### src/inc/lsfd_params.svh
`ifndef LSFD_PARAMS_SVH
`define LSFD_PARAMS_SVH
// =====================================================
// Reserved identifiers, marker and full status command values
`define LSFD_ID_CMD 6'h3C
`define LSFD_ID_RDIND 6'h3D
`define LSFD_MARKER 8'h80
`define LSFD_CMD_FULLSTAT 7'h01
// =====================================================
// Error flag bit positions and reset value
`define LSFD_EB_TIMEOUT 3
`define LSFD_EB_DATA 2
`define LSFD_EB_HDR 1
`define LSFD_EB_BIT 0
`define LSFD_ERR_RST 8'h00
// =====================================================
// Data field lengths in bytes
`define LSFD_LEN2 4'h2
`define LSFD_LEN4 4'h4
`define LSFD_LEN8 4'h8
// Select bit of an address byte
`define LSFD_BROAD_BIT 7
`endif

### src/inc/lsfd_pkg.sv
package lsfd_pkg;
    // =====================================================
    // Frame handling states, one-hot
    typedef enum logic [3:0] {
        ST_IDLE = 4'h1,
        ST_RX = 4'h2,
        ST_TX = 4'h4,
        ST_SKIP = 4'h8
    } lsfd_state_t;
    // Kind of writing frame being received
    typedef enum logic [2:0] {
        FK_CMD = 3'h0,
        FK_GP = 3'h1,
        FK_PREP = 3'h2,
        FK_APPW = 3'h3,
        FK_NODEW = 3'h4,
        FK_NONE = 3'h7
    } lsfd_kind_t;
    // Dynamic identifier bindings from the ID table
    typedef struct packed {
        logic [5:0] gp2;
        logic [5:0] gp4;
        logic [5:0] prep;
        logic [5:0] appw;
        logic [5:0] nodew;
        logic [5:0] dread;
        logic [6:0] appw_cmd;
        logic [6:0] nodew_cmd;
        logic [6:0] dread_cmd;
    } lsfd_idmap_t;
    // Command handed to the application
    typedef struct packed {
        logic [6:0] code;
        logic [3:0] len;
        logic [63:0] data;
    } lsfd_cmd_t;
    // Response request for a reading frame
    typedef struct packed {
        logic [6:0] cmd;
        logic [6:0] node_addr;
        logic [3:0] len;
    } lsfd_resp_t;
endpackage

### src/verilog/lsfd_frame_decoder.sv
// Behaviour
// 8-bit error register, four low flags
// Checksum, stop or length fault sets data
// Parity or sync fault sets header flag
// Full status query clears error register
// Address from straps high, memory bits low
// Identifier then 2, 4 or 8 bytes
// Frame 0x3C carries marker, command, address
// Master keeps first 0x3C byte bit7 high
// General frame: byte1 command, broadcast executes
// Select set: execute only on address match
// Application-bound writes accepted by any node
// Node-bound 2-byte writes accepted here
// Reading frame answered with data and checksum
// Indirect read only right after prepare
// Every response carries own node address
// Direct read identifier answered without prepare
// Identifier 0x3D answered only when prepared
// Prepare arms only on address match
// 2-byte prepare: bit5 zero, command, address
// 0x3C prepare: marker, command, address, data
// Second byte command only after marker 0x80
// Identifier has six bits, two parity
// Select zero all act, else match
// Readback mismatch while sending sets bit
// Flags stay set until query or reset
`include "lsfd_params.svh"
module lsfd_frame_decoder import lsfd_pkg::*; (
    input wire logic MCLK,
    input wire logic RESET_N,
    input wire logic PROG_ADDR_BIT0,
    input wire logic PROG_ADDR_BIT1,
    input wire logic PROG_ADDR_BIT2,
    input wire logic PROG_ADDR_BIT3,
    input wire logic STRAP_ADDR_PIN0,
    input wire logic STRAP_ADDR_PIN1,
    input wire logic STRAP_ADDR_PIN2,
    input wire lsfd_idmap_t ID_MAP,
    input wire logic HDR_VALID,
    input wire logic [7:0] HDR_ID,
    input wire logic SYNC_ERR,
    input wire logic RX_VALID,
    input wire logic [7:0] RX_BYTE,
    input wire logic RX_STOP_ERR,
    input wire logic FRAME_END,
    input wire logic CHKSUM_OK,
    input wire logic TIMEOUT_ERR,
    input wire logic TX_BIT_VALID,
    input wire logic TX_BIT_SENT,
    input wire logic TX_BIT_READ,
    output logic CMD_VALID,
    output lsfd_cmd_t CMD,
    output logic RESP_REQ,
    output lsfd_resp_t RESP,
    output logic [7:0] ERR_FLAGS,
    output logic [6:0] NODE_ADDR
);
    // =====================================================
    // Declarations
    lsfd_state_t st_q; // Frame handling state
    lsfd_state_t hdr_st; // State chosen by header
    lsfd_kind_t kind_q; // Writing frame kind
    lsfd_kind_t hdr_kind; // Kind chosen by header
    logic [3:0] len_q; // Expected data length
    logic [3:0] hdr_len; // Length from header
    logic [3:0] cnt_q; // Bytes received, saturating
    logic [7:0] buf_q [8]; // Received data bytes
    logic stop_q; // Stop fault seen in frame
    logic prep_q; // Response armed for next frame
    logic [6:0] prep_cmd_q; // Armed read command
    logic [6:0] resp_cmd; // Read command from header
    logic [5:0] hid; // Six identifier bits
    logic hdr_ok; // Parity good
    logic len_ok; // Byte count as expected
    logic rx_good; // Writing frame clean at end
    logic exec; // Frame executes a command
    logic arm; // Frame prepares a response
    logic [6:0] code; // Command code to hand out
    logic [63:0] data_w; // Flattened data field
    logic [3:0] err_set; // Error events this cycle
    logic err_clr; // Full status query taken

    assign hid = HDR_ID[5:0];

    // =====================================================
    // Identifier parity, six bits plus two
    function automatic logic parity_ok(input logic [7:0] id);
        logic p0;
        logic p1;
        p0 = id[0] ^ id[1] ^ id[2] ^ id[4];
        p1 = ~(id[1] ^ id[3] ^ id[4] ^ id[5]);
        return (id[6] == p0) && (id[7] == p1);
    endfunction

    // Length code in identifier bits 5 and 4
    function automatic logic [3:0] id_len(input logic [1:0] c);
        case (c)
            2'h2: return `LSFD_LEN4;
            2'h3: return `LSFD_LEN8;
            default: return `LSFD_LEN2;
        endcase
    endfunction

    // Address byte matches this node
    function automatic logic hit(input logic [7:0] b);
        return b[6:0] == NODE_ADDR;
    endfunction

    // =====================================================
    // Node address and error register
    lsfd_node_addr u_addr (
        .clk(MCLK),
        .rst_n(RESET_N),
        .prog({PROG_ADDR_BIT3, PROG_ADDR_BIT2, PROG_ADDR_BIT1,
            PROG_ADDR_BIT0}),
        .pin({STRAP_ADDR_PIN2, STRAP_ADDR_PIN1, STRAP_ADDR_PIN0}),
        .addr(NODE_ADDR)
    );

    lsfd_err_reg u_err (
        .clk(MCLK),
        .rst_n(RESET_N),
        .set(err_set),
        .clr(err_clr),
        .flags(ERR_FLAGS)
    );

    // =====================================================
    // Header classification
    always_comb begin
        hdr_ok = parity_ok(HDR_ID);
        hdr_st = ST_SKIP;
        hdr_kind = FK_NONE;
        hdr_len = id_len(HDR_ID[5:4]);
        resp_cmd = 7'h00;
        if (!hdr_ok) begin
            // Corrupt header, frame ignored
            hdr_st = ST_SKIP;
        end else if (hid == `LSFD_ID_CMD) begin
            hdr_st = ST_RX;
            hdr_kind = FK_CMD;
            hdr_len = `LSFD_LEN8;
        end else if (hid == `LSFD_ID_RDIND) begin
            // Answer only the frame after a prepare
            if (prep_q) begin
                hdr_st = ST_TX;
                resp_cmd = prep_cmd_q;
                hdr_len = `LSFD_LEN8;
            end
        end else if (hid == ID_MAP.dread) begin
            hdr_st = ST_TX;
            resp_cmd = ID_MAP.dread_cmd;
        end else if (hid == ID_MAP.prep && !HDR_ID[5]) begin
            hdr_st = ST_RX;
            hdr_kind = FK_PREP;
        end else if (hid == ID_MAP.gp2 || hid == ID_MAP.gp4) begin
            hdr_st = ST_RX;
            hdr_kind = FK_GP;
        end else if (hid == ID_MAP.appw) begin
            hdr_st = ST_RX;
            hdr_kind = FK_APPW;
        end else if (hid == ID_MAP.nodew) begin
            hdr_st = ST_RX;
            hdr_kind = FK_NODEW;
            hdr_len = `LSFD_LEN2;
        end
    end

    // =====================================================
    // Frame state, a new header always restarts
    always_ff @(posedge MCLK or negedge RESET_N) begin
        if (!RESET_N) begin
            st_q <= ST_IDLE;
        end else if (HDR_VALID) begin
            st_q <= hdr_st;
        end else if (FRAME_END) begin
            st_q <= ST_IDLE;
        end
    end

    // Frame kind and expected length, held for the frame
    always_ff @(posedge MCLK or negedge RESET_N) begin
        if (!RESET_N) begin
            kind_q <= FK_NONE;
            len_q <= `LSFD_LEN2;
        end else if (HDR_VALID) begin
            kind_q <= hdr_kind;
            len_q <= hdr_len;
        end
    end

    // =====================================================
    // Byte counter, saturates so long frames still fail
    always_ff @(posedge MCLK or negedge RESET_N) begin
        if (!RESET_N) begin
            cnt_q <= 4'h0;
        end else if (HDR_VALID) begin
            cnt_q <= 4'h0;
        end else if (RX_VALID && st_q == ST_RX && cnt_q != 4'hF) begin
            cnt_q <= cnt_q + 4'h1;
        end
    end

    // Data bytes, stored by index
    always_ff @(posedge MCLK) begin
        if (RX_VALID && st_q == ST_RX && !cnt_q[3]) begin
            buf_q[cnt_q[2:0]] <= RX_BYTE;
        end
    end

    // Stop bit fault remembered until the next header
    always_ff @(posedge MCLK or negedge RESET_N) begin
        if (!RESET_N) begin
            stop_q <= 1'b0;
        end else if (HDR_VALID) begin
            stop_q <= 1'b0;
        end else if (RX_STOP_ERR && st_q == ST_RX) begin
            stop_q <= 1'b1;
        end
    end

    // =====================================================
    // End of writing frame: decide execute and arm
    always_comb begin
        len_ok = (cnt_q == len_q);
        rx_good = (st_q == ST_RX) && CHKSUM_OK && len_ok && !stop_q;
        exec = 1'b0;
        arm = 1'b0;
        code = buf_q[0][6:0];
        case (kind_q)
            FK_CMD: begin
                // Marker gates the command byte
                code = buf_q[1][6:0];
                if (buf_q[0] == `LSFD_MARKER && buf_q[1][7]) begin
                    exec = !buf_q[2][`LSFD_BROAD_BIT] || hit(buf_q[2]);
                    arm = buf_q[2][`LSFD_BROAD_BIT] && hit(buf_q[2]);
                end
            end
            FK_GP: begin
                // Select bit zero reaches every node
                exec = !buf_q[1][`LSFD_BROAD_BIT] || hit(buf_q[1]);
            end
            FK_PREP: begin
                arm = buf_q[0][7] && buf_q[1][7] && hit(buf_q[1]);
            end
            FK_APPW: begin
                exec = 1'b1;
                code = ID_MAP.appw_cmd;
            end
            FK_NODEW: begin
                exec = 1'b1;
                code = ID_MAP.nodew_cmd;
            end
            default: begin
                exec = 1'b0;
            end
        endcase
    end

    // Flatten stored bytes, byte 1 in the low lane
    always_comb begin
        data_w = 64'h0;
        for (int i = 0; i < 8; i++) begin
            data_w[i*8 +: 8] = buf_q[i];
        end
    end

    // =====================================================
    // Command output, one pulse per clean frame that executes
    always_ff @(posedge MCLK or negedge RESET_N) begin
        if (!RESET_N) begin
            CMD_VALID <= 1'b0;
            CMD <= '0;
        end else begin
            CMD_VALID <= FRAME_END && rx_good && exec;
            if (FRAME_END && rx_good && exec) begin
                CMD <= '{code: code, len: len_q, data: data_w};
            end
        end
    end

    // =====================================================
    // Prepared response lives for exactly one frame
    always_ff @(posedge MCLK or negedge RESET_N) begin
        if (!RESET_N) begin
            prep_q <= 1'b0;
            prep_cmd_q <= 7'h00;
        end else if (HDR_VALID) begin
            prep_q <= 1'b0;
        end else if (FRAME_END && rx_good && arm) begin
            prep_q <= 1'b1;
            prep_cmd_q <= code;
        end
    end

    // =====================================================
    // Response request, own address always attached
    always_ff @(posedge MCLK or negedge RESET_N) begin
        if (!RESET_N) begin
            RESP_REQ <= 1'b0;
            RESP <= '0;
        end else begin
            RESP_REQ <= HDR_VALID && hdr_st == ST_TX;
            if (HDR_VALID && hdr_st == ST_TX) begin
                RESP <= '{cmd: resp_cmd, node_addr: NODE_ADDR,
                    len: hdr_len};
            end
        end
    end

    // =====================================================
    // Error events into the sticky register
    always_comb begin
        err_set = 4'h0;
        err_set[`LSFD_EB_TIMEOUT] = TIMEOUT_ERR;
        err_set[`LSFD_EB_DATA] = (st_q == ST_RX) && ((RX_STOP_ERR) ||
            (FRAME_END && (!CHKSUM_OK || !len_ok)));
        err_set[`LSFD_EB_HDR] = SYNC_ERR ||
            (HDR_VALID && !hdr_ok);
        err_set[`LSFD_EB_BIT] = (st_q == ST_TX) && TX_BIT_VALID &&
            (TX_BIT_SENT != TX_BIT_READ);
        err_clr = HDR_VALID && hdr_st == ST_TX &&
            resp_cmd == `LSFD_CMD_FULLSTAT;
    end
endmodule // lsfd_frame_decoder

### src/verilog/lsfd_node_addr.sv
`include "lsfd_params.svh"
module lsfd_node_addr import lsfd_pkg::*; (
    input wire logic clk,
    input wire logic rst_n,
    input wire logic [3:0] prog,
    input wire logic [2:0] pin,
    output logic [6:0] addr
);
    // =====================================================
    // Strap synchronisers
    logic [2:0] s1_q; // First stage, read only by s2_q
    logic [2:0] s2_q; // Settled strap levels
    logic [1:0] warm_q; // Checker warm-up count

    // Straps are board levels, but still async to MCLK
    always_ff @(posedge clk or negedge rst_n) begin
        if (!rst_n) begin
            s1_q <= 3'h0;
            s2_q <= 3'h0;
        end else begin
            s1_q <= pin;
            s2_q <= s1_q;
        end
    end

    // =====================================================
    // Address register, pin 0 lands in the top bit
    always_ff @(posedge clk or negedge rst_n) begin
        if (!rst_n) begin
            addr <= 7'h00;
        end else begin
            addr <= {s2_q[0], s2_q[1], s2_q[2], prog};
        end
    end

    // Warm-up so the check skips reset history
    always_ff @(posedge clk or negedge rst_n) begin
        if (!rst_n) begin
            warm_q <= 2'h0;
        end else if (warm_q != 2'h3) begin
            warm_q <= warm_q + 2'h1;
        end
    end
endmodule // lsfd_node_addr

### src/verilog/lsfd_err_reg.sv
`include "lsfd_params.svh"
module lsfd_err_reg import lsfd_pkg::*; (
    input wire logic clk,
    input wire logic rst_n,
    input wire logic [3:0] set,
    input wire logic clr,
    output logic [7:0] flags
);
    // =====================================================
    // Sticky flags, a set in the clear cycle survives
    always_ff @(posedge clk or negedge rst_n) begin
        if (!rst_n) begin
            flags <= `LSFD_ERR_RST;
        end else begin
            flags <= {4'h0, (clr ? 4'h0 : flags[3:0]) | set};
        end
    end
endmodule // lsfd_err_reg

### config.mk
export PLATFORM = sky130hd
export DESIGN_NAME = lsfd_frame_decoder
export DESIGN_NICKNAME = d
export VERILOG_FILES = /design/src/inc/lsfd_pkg.sv /design/src/verilog/lsfd_frame_decoder.sv /design/src/verilog/lsfd_node_addr.sv /design/src/verilog/lsfd_err_reg.sv
export VERILOG_INCLUDE_DIRS = /design/src /design/src/inc
export SDC_FILE = /design/constraint.sdc
export NUM_CORES = 1
export LEC_CHECK = 0
export BUFFER_PORTS_ARGS = -buffer_cell sky130_fd_sc_hd__buf_2
export CAP_MARGIN = 30
export CELL_PAD_IN_SITES_DETAIL_PLACEMENT = 1
export CELL_PAD_IN_SITES_GLOBAL_PLACEMENT = 1
export CORE_AREA = 2 2 122 242
export CTS_CLUSTER_DIAMETER = 120
export DETAILED_ROUTE_END_ITERATION = 6
export DIE_AREA = 0 0 124 244
export PLACE_DENSITY_LB_ADDON = 0.1
export REMOVE_ABC_BUFFERS = 1
export SLEW_MARGIN = 10
export SYNTH_ARGS = -nofsm -noshare
export SYNTH_HDL_FRONTEND = slang
export SYNTH_SLANG_ARGS = --single-unit
### constraint.sdc
create_clock -name MCLK -period 3.6 [get_ports MCLK]
set_input_delay 0.18 -clock MCLK [delete_from_list [all_inputs] [get_ports MCLK]]
set_output_delay 0.18 -clock MCLK [all_outputs]
set_load 0.02 [all_outputs]
==> results of run 1 <==
state kept, by name (all words and copies together), names as in the netlist, 4 cells and up:
name,flops
u_addr.addr,7
cnt_q,4
CMD,74
prep_cmd_q,7
RESP,17
u_err.flags,4
st_q,4
buf_q,64
through the flow:
step / cell area (µm²) / worst slack (ps)
after floorplan: 8095 / 713.1
after global placement: 9646 / 670.9
after detailed placement: 9646 / 679.2
after CTS: 10280 / 655.0
after global routing: 10280 / 556.7
final: 10280 / 835.4
kinds of logic (layout without fill, tap and decap cells):
kind of cell               count (synthesis)  count (layout)
xor gates and xnor gates                  61              61
muxes                                     98              98
buffers and inverters                     45             259
DFF                                      197             197
adders and majority gates                  3               3
and+or+nand+nor                          120             120
other                                      1               6
AOI/OAI and AO/OA                         74              74
power by group through the flow:
stage	Sequential, mW	Clock, mW	Combinational, mW
after CTS	2.37	1.80	0.328
after floorplan	2.43	0	0.114
after global placement	2.41	0	0.309
final	2.37	1.73	0.317
after detailed placement	2.42	0	0.315
after global routing	2.37	1.88	0.352
cell usage after synthesis (2+ instances only):
cell type,n,area (µm²)
sky130_fd_sc_hd__dfrtp_1,128,3203
sky130_fd_sc_hd__edfxtp_1,64,1922
sky130_fd_sc_hd__mux2_1,49,551.8
sky130_fd_sc_hd__mux2_2,39,439.2
sky130_fd_sc_hd__xnor2_1,33,289.0
sky130_fd_sc_hd__nor2_1,31,116.4
sky130_fd_sc_hd__nand2_1,28,105.1
sky130_fd_sc_hd__xor2_1,27,236.5
sky130_fd_sc_hd__o21ai_0,24,120.1
sky130_fd_sc_hd__a21oi_1,16,80.08
sky130_fd_sc_hd__buf_4,14,105.1
sky130_fd_sc_hd__nand2b_1,11,68.82
sky130_fd_sc_hd__buf_6,10,112.6
sky130_fd_sc_hd__mux2i_1,10,100.1
sky130_fd_sc_hd__nand4_1,9,56.30
sky130_fd_sc_hd__clkbuf_1,8,30.03
sky130_fd_sc_hd__inv_1,8,30.03
sky130_fd_sc_hd__nor4_1,7,43.79
sky130_fd_sc_hd__o211ai_1,7,52.55
sky130_fd_sc_hd__a22oi_1,6,45.04
sky130_fd_sc_hd__nor3_1,6,30.03
sky130_fd_sc_hd__dfstp_2,5,131.4
sky130_fd_sc_hd__o22ai_1,5,31.28
sky130_fd_sc_hd__buf_2,4,20.02
sky130_fd_sc_hd__and3_1,3,18.77
sky130_fd_sc_hd__ha_1,3,37.54
sky130_fd_sc_hd__nand3_1,3,15.01
sky130_fd_sc_hd__nand3b_1,3,22.52
sky130_fd_sc_hd__a211oi_1,2,15.01
sky130_fd_sc_hd__a22o_1,2,17.52
sky130_fd_sc_hd__a31oi_1,2,12.51
sky130_fd_sc_hd__and2_1,2,12.51
sky130_fd_sc_hd__and4_1,2,17.52
sky130_fd_sc_hd__nor2b_1,2,12.51
sky130_fd_sc_hd__nor4_2,2,25.02
sky130_fd_sc_hd__nor4b_1,2,17.52
sky130_fd_sc_hd__o31ai_1,2,15.01
sky130_fd_sc_hd__or3_1,2,12.51
sky130_fd_sc_hd__or4_1,2,15.01
worst paths after layout:
kind                                start             end  slack, ps  cells past startpoint
max                        u_addr.addr[0]         CMD[22]        840                      7
min                           RX_STOP_ERR          stop_q         50                      3
max reg2reg                u_addr.addr[0]         CMD[22]        840                      7
min reg2reg                u_addr.s2_q[2]  u_addr.addr[4]        350                      0
max in group asynchronous         RESET_N        len_q[1]       2450                      3
min in group asynchronous         RESET_N         CMD[52]        290                      2
metal layers:
layer | vias up | share of wire, % | wire length, µm
met5 | - | 0 | 0
met4 | 0 | 1.9 | 464
met3 | 19 | 5.2 | 1252
met2 | 143 | 58 | 14010
met1 | 2770 | 35 | 8289
li1 | 2541 | - | -
final cells by class:
cell class | instances | area, µm²
Clock buffer | 20 | 436.7
Clock inverter | 12 | 81.33
Fill cell | 3076 | 18020
Inverter | 8 | 30.03
Multi-Input combinational cell | 362 | 2816
Sequential cell | 197 | 5256
Tap cell | 356 | 445.4
Timing Repair Buffer | 219 | 1217
worst max-delay path, cell delays in order, from the launching register on:
cell                      delay, ps
sky130_fd_sc_hd__dfrtp_1        470
sky130_fd_sc_hd__xor2_1         210
sky130_fd_sc_hd__nor4_1         410
sky130_fd_sc_hd__nand4_1        240
sky130_fd_sc_hd__a21oi_1        250
sky130_fd_sc_hd__o31a_4         380
sky130_fd_sc_hd__buf_4          330
sky130_fd_sc_hd__mux2_2         360
==> impl_metrics.prom, run 1 <==
# TYPE chip_impl_metric gauge
chip_impl_metric{name="post_synth_and_or_nand_nor_area_fraction",unit="%"} 7.783
chip_impl_metric{name="core_region_area",unit="µm²"} 28300
chip_impl_metric{name="pin_count_of_the_biggest_net_entering_global_routing",unit=""} 72
chip_impl_metric{name="place.port_buffers",unit=""} 195
chip_impl_metric{name="route.detailed.vias_per_inst",unit=""} 4.662
chip_impl_metric{name="report.final.slew_viol_count",unit=""} 0
chip_impl_metric{name="synth_seq_cells",unit=""} 197
chip_impl_metric{name="ant_diodes",unit=""} 0
chip_impl_metric{name="initial_utilization",unit="%"} 29.54
chip_impl_metric{name="synth_area_per_cell",unit="µm²"} 13.96
chip_impl_metric{name="cts.htree.levels",unit=""} 4
chip_impl_metric{name="route.vias.total",unit=""} 5473
chip_impl_metric{name="die-width",unit="µm"} 124
chip_impl_metric{name="yosys_warnings",unit=""} 0
chip_impl_info{name="yosys_most_used_dff",value="sky130_fd_sc_hd__dfrtp_1"} 1
chip_impl_metric{name="placed_cells",unit=""} 1130
chip_impl_metric{name="global_route_wire_length_before_repair",unit="µm"} 36500
chip_impl_metric{name="routed_wire_length_per_instance",unit="µm"} 20.46
chip_impl_metric{name="worst-endpoint-arrival",unit="ps"} 3090
chip_impl_metric{name="via_count_of_the_first_global_routing_pass",unit=""} 6139
chip_impl_metric{name="synth.area.mux_share",unit="%"} 13.05
chip_impl_metric{name="grt_met2_use",unit="%"} 32.27
chip_impl_metric{name="finalSetupTns",unit="ps"} 0
chip_impl_metric{name="cts.clk_slew.worst_paths",unit="ps"} 70
chip_impl_info{name="globalRoute.busiestLayer",value="met2"} 1
chip_impl_info{name="timing_worst_setup_path_type",value="register to register"} 1
chip_impl_metric{name="fraction_of_synthesized_cell_area_in_xor_and_xnor_cells",unit="%"} 6.481
chip_impl_metric{name="combinationalPowerShare",unit="%"} 7.2
chip_impl_metric{name="synthCells",unit=""} 599
chip_impl_metric{name="clock_sinks",unit=""} 197
chip_impl_metric{name="first_pass_iters",unit=""} 4
chip_impl_metric{name="switching_share",unit="%"} 24.10
chip_impl_metric{name="critPathRequiredTime",unit="ps"} 3920
chip_impl_metric{name="synthAdderAreaFrac",unit="%"} 0.4490
chip_impl_metric{name="area_growth",unit="%"} 23.02
chip_impl_metric{name="setup-violations-final",unit=""} 0
chip_impl_info{name="layout_commonest_cell",value="sky130_fd_sc_hd__buf_2"} 1
chip_impl_info{name="rsz0062_at_grt",value="false"} 1
chip_impl_metric{name="power.leakage",unit="nW"} 4.925
chip_impl_metric{name="route.antenna.remaining_nets",unit=""} 0
chip_impl_info{name="endpoint_kind",value="register"} 1
chip_impl_metric{name="pwr_density",unit="nW/µm²"} 429.8
chip_impl_metric{name="global_route.overflow_total",unit=""} 0
chip_impl_metric{name="finalNonFillerCells",unit=""} 1174
chip_impl_metric{name="synth_area",unit="µm²"} 8359
chip_impl_metric{name="asyncSetResetFlopFracSynth",unit="%"} 67.51
chip_impl_metric{name="drt_iter0_markers",unit=""} 228
chip_impl_metric{name="worst_skew_pair.late_latency",unit="ps"} 440
chip_impl_metric{name="vdd_drop_max",unit="µV"} 281.8
chip_impl_metric{name="finalCriticalPeriod",unit="ps"} 2765
chip_impl_info{name="status",value="complete, no violations"} 1
chip_impl_metric{name="maxCapViolations",unit=""} 0
chip_impl_metric{name="cts-buffers-inserted",unit=""} 17
chip_impl_metric{name="io-pin-count",unit=""} 202
chip_impl_info{name="worst_hold_path_type",value="input port to register"} 1
chip_impl_metric{name="met3_usage",unit="%"} 4.011
chip_impl_metric{name="dp_hpwl",unit="µm"} 18470
chip_impl_metric{name="synth.yosys.seq_area_share",unit="%"} 62.88
chip_impl_metric{name="final_hold_viol_count",unit=""} 0
chip_impl_metric{name="die_h",unit="µm"} 244
chip_impl_metric{name="design_power_total",unit="mW"} 4.420
chip_impl_metric{name="antenna_found_initial",unit=""} 0
chip_impl_metric{name="cts-root-to-sink-buffers",unit=""} 2
chip_impl_metric{name="netSwitchingPower",unit="mW"} 1.065
chip_impl_info{name="clock_tree.root_cell",value="sky130_fd_sc_hd__clkbuf_16"} 1
chip_impl_metric{name="gr-usage-all-layers",unit="%"} 16.53
chip_impl_metric{name="whs",unit="ps"} 47.93
chip_impl_metric{name="max_freq",unit="MHz"} 361.7
chip_impl_metric{name="layout_cell_share_with_drive_strength_beyond_1",unit="%"} 35.09
chip_impl_metric{name="utilization",unit="%"} 36.34
chip_impl_metric{name="tightest_slew",unit="ps"} 849.4
chip_impl_metric{name="post_cts.repair.setup_buffers",unit=""} 0
chip_impl_metric{name="postCtsHoldBufs",unit=""} 12
chip_impl_metric{name="fin_worst_skew",unit="ps"} 9.961
chip_impl_metric{name="worst-path-max-fanout",unit=""} 21
chip_impl_metric{name="synth_cell_type_count",unit=""} 55
chip_impl_metric{name="design.die.area",unit="µm²"} 30260
chip_impl_metric{name="drc_markers",unit=""} 0
chip_impl_metric{name="globalplace.congestion",unit=""} 0.7577
chip_impl_metric{name="finalCritPeriodShare",unit="%"} 76.79
chip_impl_metric{name="finalWirelength",unit="µm"} 24020
chip_impl_info{name="critical_path_launch_point_type",value="register"} 1
chip_impl_metric{name="cts_resized",unit=""} 0
chip_impl_info{name="synth_top_family_by_area",value="multiplexers"} 1
chip_impl_metric{name="count_of_flip_flops_with_a_built_in_enable_after_synthesis",unit=""} 64
chip_impl_metric{name="p_seq_share",unit="%"} 53.6
chip_impl_metric{name="final_nets",unit=""} 900
chip_impl_metric{name="internal-power",unit="mW"} 3.354
chip_impl_info{name="final_cell_mix",value="sky130_fd_sc_hd__buf_2, sky130_fd_sc_hd__dfrtp_1, sky130_fd_sc_hd__edfxtp_1, sky130_fd_sc_hd__mux2_1, sky130_fd_sc_hd__mux2_2"} 1
chip_impl_info{name="cts_tree",value="built"} 1
chip_impl_metric{name="relSlewSlack",unit="%"} 43.16
chip_impl_metric{name="use_met1",unit="%"} 16.56
chip_impl_metric{name="clockPowerShare",unit="%"} 39.2
chip_impl_metric{name="synth_compound_area_share",unit="%"} 5.568
chip_impl_metric{name="placement_rows",unit=""} 87
Note: power is estimated with default switching activity, not from simulation.
==> run 2: changes to the inputs <==
ABC_AREA = 1   (was default)
CORE_AREA = 2 2 123 245   (was 2 2 122 242)
DIE_AREA = 0 0 125 247   (was 0 0 124 244)
clock period = 2.24 ns   (was 3.6 ns; I/O delays follow)
==> run 2 against run 1 <==
Cell count increased by 30%. Register-to-register slack got worse by 670 ps. Global-route usage increased by 0.83 points. Via count increased by 29%. Power increased by 71%. Sequential power increased by 61%. Sequential share of layout area decreased by 3.6 points. Worst setup slack got worse by 670 ps. Maximum frequency increased by 33%. Wire length increased by 9.3%. Synthesized cell count increased by 51%. Non-clock buffer count increased by 42. Critical path type unchanged.
==> impl_metrics.prom, run 2 <==
# TYPE chip_impl_metric gauge
chip_impl_metric{name="area_growth",unit="%"} 28.14
chip_impl_metric{name="tightest_slew",unit="ps"} 526.6
chip_impl_metric{name="report.final.slew_viol_count",unit=""} 0
chip_impl_metric{name="clock_sinks",unit=""} 197
chip_impl_metric{name="synth_cell_type_count",unit=""} 42
chip_impl_metric{name="core_region_area",unit="µm²"} 29180
chip_impl_info{name="endpoint_kind",value="register"} 1
chip_impl_metric{name="finalSetupTns",unit="ps"} 0
chip_impl_metric{name="count_of_flip_flops_with_a_built_in_enable_after_synthesis",unit=""} 64
chip_impl_info{name="list_of_most_frequent_post_synthesis_cells",value="sky130_fd_sc_hd__nand2_1, sky130_fd_sc_hd__dfrtp_1, sky130_fd_sc_hd__nand3_1"} 1
chip_impl_metric{name="drc_markers",unit=""} 0
chip_impl_metric{name="synth_top_cell_area_share",unit="%"} 37.10
chip_impl_info{name="rsz0062_at_grt",value="false"} 1
chip_impl_metric{name="place.port_buffers",unit=""} 195
chip_impl_info{name="critical_path.reg2reg.startpoint",value="st_q[3]"} 1
chip_impl_metric{name="final_hold_viol_count",unit=""} 0
chip_impl_metric{name="die_h",unit="µm"} 247
chip_impl_metric{name="cts-buffers-inserted",unit=""} 17
chip_impl_metric{name="gr-usage-all-layers",unit="%"} 17.36
chip_impl_info{name="worstHoldEndpoint",value="buf_q[5][1]"} 1
chip_impl_metric{name="timing.final.ws_setup",unit="ps"} 167.7
chip_impl_metric{name="layout_cell_share_with_drive_strength_beyond_1",unit="%"} 26.33
chip_impl_info{name="worst_r2r_endpoint",value="CMD[27]"} 1
chip_impl_info{name="largest_register",value="CMD"} 1
chip_impl_metric{name="holdPathStages",unit=""} 1
chip_impl_metric{name="synth.yosys.seq_area_share",unit="%"} 60.88
chip_impl_metric{name="maxCapViolations",unit=""} 0
chip_impl_metric{name="route.detailed.vias_per_inst",unit=""} 4.622
chip_impl_metric{name="worst_skew_pair.late_latency",unit="ps"} 450
chip_impl_info{name="worst_hold_path_type",value="input port to register"} 1
chip_impl_metric{name="worst-endpoint-arrival",unit="ps"} 2460
chip_impl_metric{name="dpl_cell_area",unit="µm²"} 10220
chip_impl_metric{name="die-width",unit="µm"} 125
chip_impl_info{name="yosys.cell_count.top_type",value="sky130_fd_sc_hd__nand2_1"} 1
chip_impl_metric{name="post_cts.repair.setup_buffers",unit=""} 0
chip_impl_metric{name="cts.clk_slew.worst_paths",unit="ps"} 70
chip_impl_metric{name="vdd_drop_max",unit="µV"} 581.2
chip_impl_metric{name="pin_count_of_the_biggest_net_entering_global_routing",unit=""} 54
chip_impl_metric{name="placed_cells",unit=""} 1469
chip_impl_metric{name="routed_wire_length_per_instance",unit="µm"} 17.20
chip_impl_metric{name="placement_rows",unit=""} 89
chip_impl_info{name="synth_area_leaders",value="sky130_fd_sc_hd__dfrtp_1, sky130_fd_sc_hd__edfxtp_1, sky130_fd_sc_hd__nand2_1"} 1
chip_impl_metric{name="r2r_cells",unit=""} 6
chip_impl_info{name="cts_tree",value="built"} 1
chip_impl_metric{name="max_reg_flops",unit=""} 74
chip_impl_metric{name="synth_area",unit="µm²"} 8633
chip_impl_metric{name="pwr_density",unit="nW/µm²"} 684.8
chip_impl_metric{name="synth_area_per_cell",unit="µm²"} 9.519
chip_impl_metric{name="io-pin-count",unit=""} 202
chip_impl_metric{name="route.antenna.remaining_nets",unit=""} 0
chip_impl_metric{name="postLayoutCellArea",unit="µm²"} 11060
chip_impl_metric{name="cts.htree.levels",unit=""} 4
chip_impl_metric{name="post_place_worst_slack",unit="ps"} 146.0
chip_impl_metric{name="drt_iter0_markers",unit=""} 293
chip_impl_info{name="critical_path_launch_point_type",value="register"} 1
chip_impl_info{name="final_cell_mix",value="sky130_fd_sc_hd__nand2_1, sky130_fd_sc_hd__buf_2, sky130_fd_sc_hd__dfrtp_1, sky130_fd_sc_hd__nand3_1, sky130_fd_sc_hd__edfxtp_1"} 1
chip_impl_info{name="status",value="complete, no violations"} 1
chip_impl_metric{name="power.leakage",unit="nW"} 5.677
chip_impl_metric{name="global_route_wire_length_before_repair",unit="µm"} 41680
chip_impl_metric{name="synthCells",unit=""} 907
chip_impl_metric{name="finalCriticalPeriod",unit="ps"} 2072
chip_impl_info{name="layout_commonest_cell",value="sky130_fd_sc_hd__nand2_1"} 1
chip_impl_metric{name="globalplace.congestion",unit=""} 0.8146
chip_impl_metric{name="utilization",unit="%"} 37.92
chip_impl_info{name="clock_tree.root_cell",value="sky130_fd_sc_hd__clkbuf_16"} 1
chip_impl_metric{name="synth_seq_cells",unit=""} 197
chip_impl_info{name="timing.hold.worst.start",value="RX_BYTE[1]"} 1
chip_impl_metric{name="first_pass_iters",unit=""} 4
chip_impl_metric{name="finalCritPeriodShare",unit="%"} 92.51
chip_impl_metric{name="whs",unit="ps"} 37.03
chip_impl_metric{name="finalNonFillerCells",unit=""} 1526
chip_impl_metric{name="final_nets",unit=""} 1244
chip_impl_metric{name="route.vias.total",unit=""} 7053
chip_impl_metric{name="fin_worst_skew",unit="ps"} 12.03
chip_impl_metric{name="critPathRequiredTime",unit="ps"} 2630
chip_impl_metric{name="global_route.overflow_total",unit=""} 0
chip_impl_info{name="yosys_most_used_dff",value="sky130_fd_sc_hd__dfrtp_1"} 1
chip_impl_metric{name="worst-path-max-fanout",unit=""} 27
chip_impl_info{name="timing_worst_setup_path_type",value="register to register"} 1
chip_impl_metric{name="reg2reg_slack",unit="ps"} 170
chip_impl_metric{name="cts-root-to-sink-buffers",unit=""} 2
chip_impl_metric{name="antenna_found_initial",unit=""} 1
chip_impl_metric{name="asyncSetResetFlopFracSynth",unit="%"} 67.51
chip_impl_metric{name="filler_cell_count",unit=""} 3444
chip_impl_metric{name="design.die.area",unit="µm²"} 30880
chip_impl_metric{name="yosys_warnings",unit=""} 0
chip_impl_metric{name="setup-violations-final",unit=""} 0
chip_impl_metric{name="via_count_of_the_first_global_routing_pass",unit=""} 7429
chip_impl_metric{name="relSlewSlack",unit="%"} 64.89
chip_impl_metric{name="max_freq",unit="MHz"} 482.6
chip_impl_metric{name="dp_hpwl",unit="µm"} 19360
chip_impl_metric{name="ant_diodes",unit=""} 0
chip_impl_info{name="yosys.area.top_type",value="sky130_fd_sc_hd__dfrtp_1"} 1
chip_impl_metric{name="design_power_total",unit="mW"} 7.575
chip_impl_metric{name="initial_utilization",unit="%"} 29.59
chip_impl_metric{name="finalWirelength",unit="µm"} 26250
run 2: cell count changes in the layout (fill, tap and decap cells not counted), sizes merged, moves of 10 or more:
| cell | change |
|---|---|
| nand2 | +313 |
| nand3 | +107 |
| mux2 | -88 |
| inv | +38 |
| buf | +29 |
| xnor2 | -23 |
| nor2 | +17 |
| dlygate4sd3 | +12 |
| nand2b | -11 |
| mux2i | -10 |
run 2: cell families (layout without fill, tap and decap cells):
kind of cell	count (synthesis)	count (layout)	synth area share, %
AO/OA/AOI/OAI	45	45	3.174
XOR/XNOR	37	37	3.754
adder cells (fa/ha/maj)	3	3	0.4348
buffers and inverters	89	339	4.942
flip-flops	197	197	60.88
other	1	6	0.04344
AND/OR/NAND/NOR	535	535	26.77
run 2: how the worst max path moves through the flow:
stage,start,to,slack (ps),cells past startpoint
after global placement,cnt_q[1],cnt_q[3],170,6
after detailed placement,cnt_q[1],cnt_q[3],150,6
final,st_q[3],CMD[27],170,6
after floorplan,st_q[3],CMD[0],-3050,6
after global routing,u_addr.addr[0],CMD[6],20,10
after CTS,st_q[3],CMD[35],130,6
run 2: worst max-delay path, cell delays in order (launching register included):
cell and delay, ps:
sky130_fd_sc_hd__dfrtp_1 430, sky130_fd_sc_hd__nor4_4 370, sky130_fd_sc_hd__nand3_2 180, sky130_fd_sc_hd__nor3_4 410
sky130_fd_sc_hd__buf_4 380, sky130_fd_sc_hd__nand3_1 150, sky130_fd_sc_hd__nand2_1 90
run 2: layout make-up:
class                      count  area [µm²]  share of cell area (%)
sequential                   197        5256                   47.51
multi-input combinational    626        2990                   27.03
timing repair buffer         261        1602                   14.48
clock buffer                  21       470.5                   4.252
tap                          364       455.4                   4.117
inverter                      46       173.9                   1.572
clock inverter                11       115.1                   1.040
run 2: what timing repair did:
item	in CTS	in global routing
hold buffers	24	0
setup endpoints to repair	0	4
gates resized for setup	0	2
endpoints found under the hold margin	120	0
run 2: power breakdown:
part           internal (mW)  switching [mW]
Combinational          0.256           0.438
Clock                   1.65            1.41
Sequential              3.77          0.0475
run 2: routing by layer:
layer  part of all wire, %  track usage, %  vias up
met1                    45           23.02     3444
met5                 0.050               0        -
li1                      -               -     3436
met4                   1.3           4.379        2
met2                    50           29.27      148
met3                   3.7           3.332       23
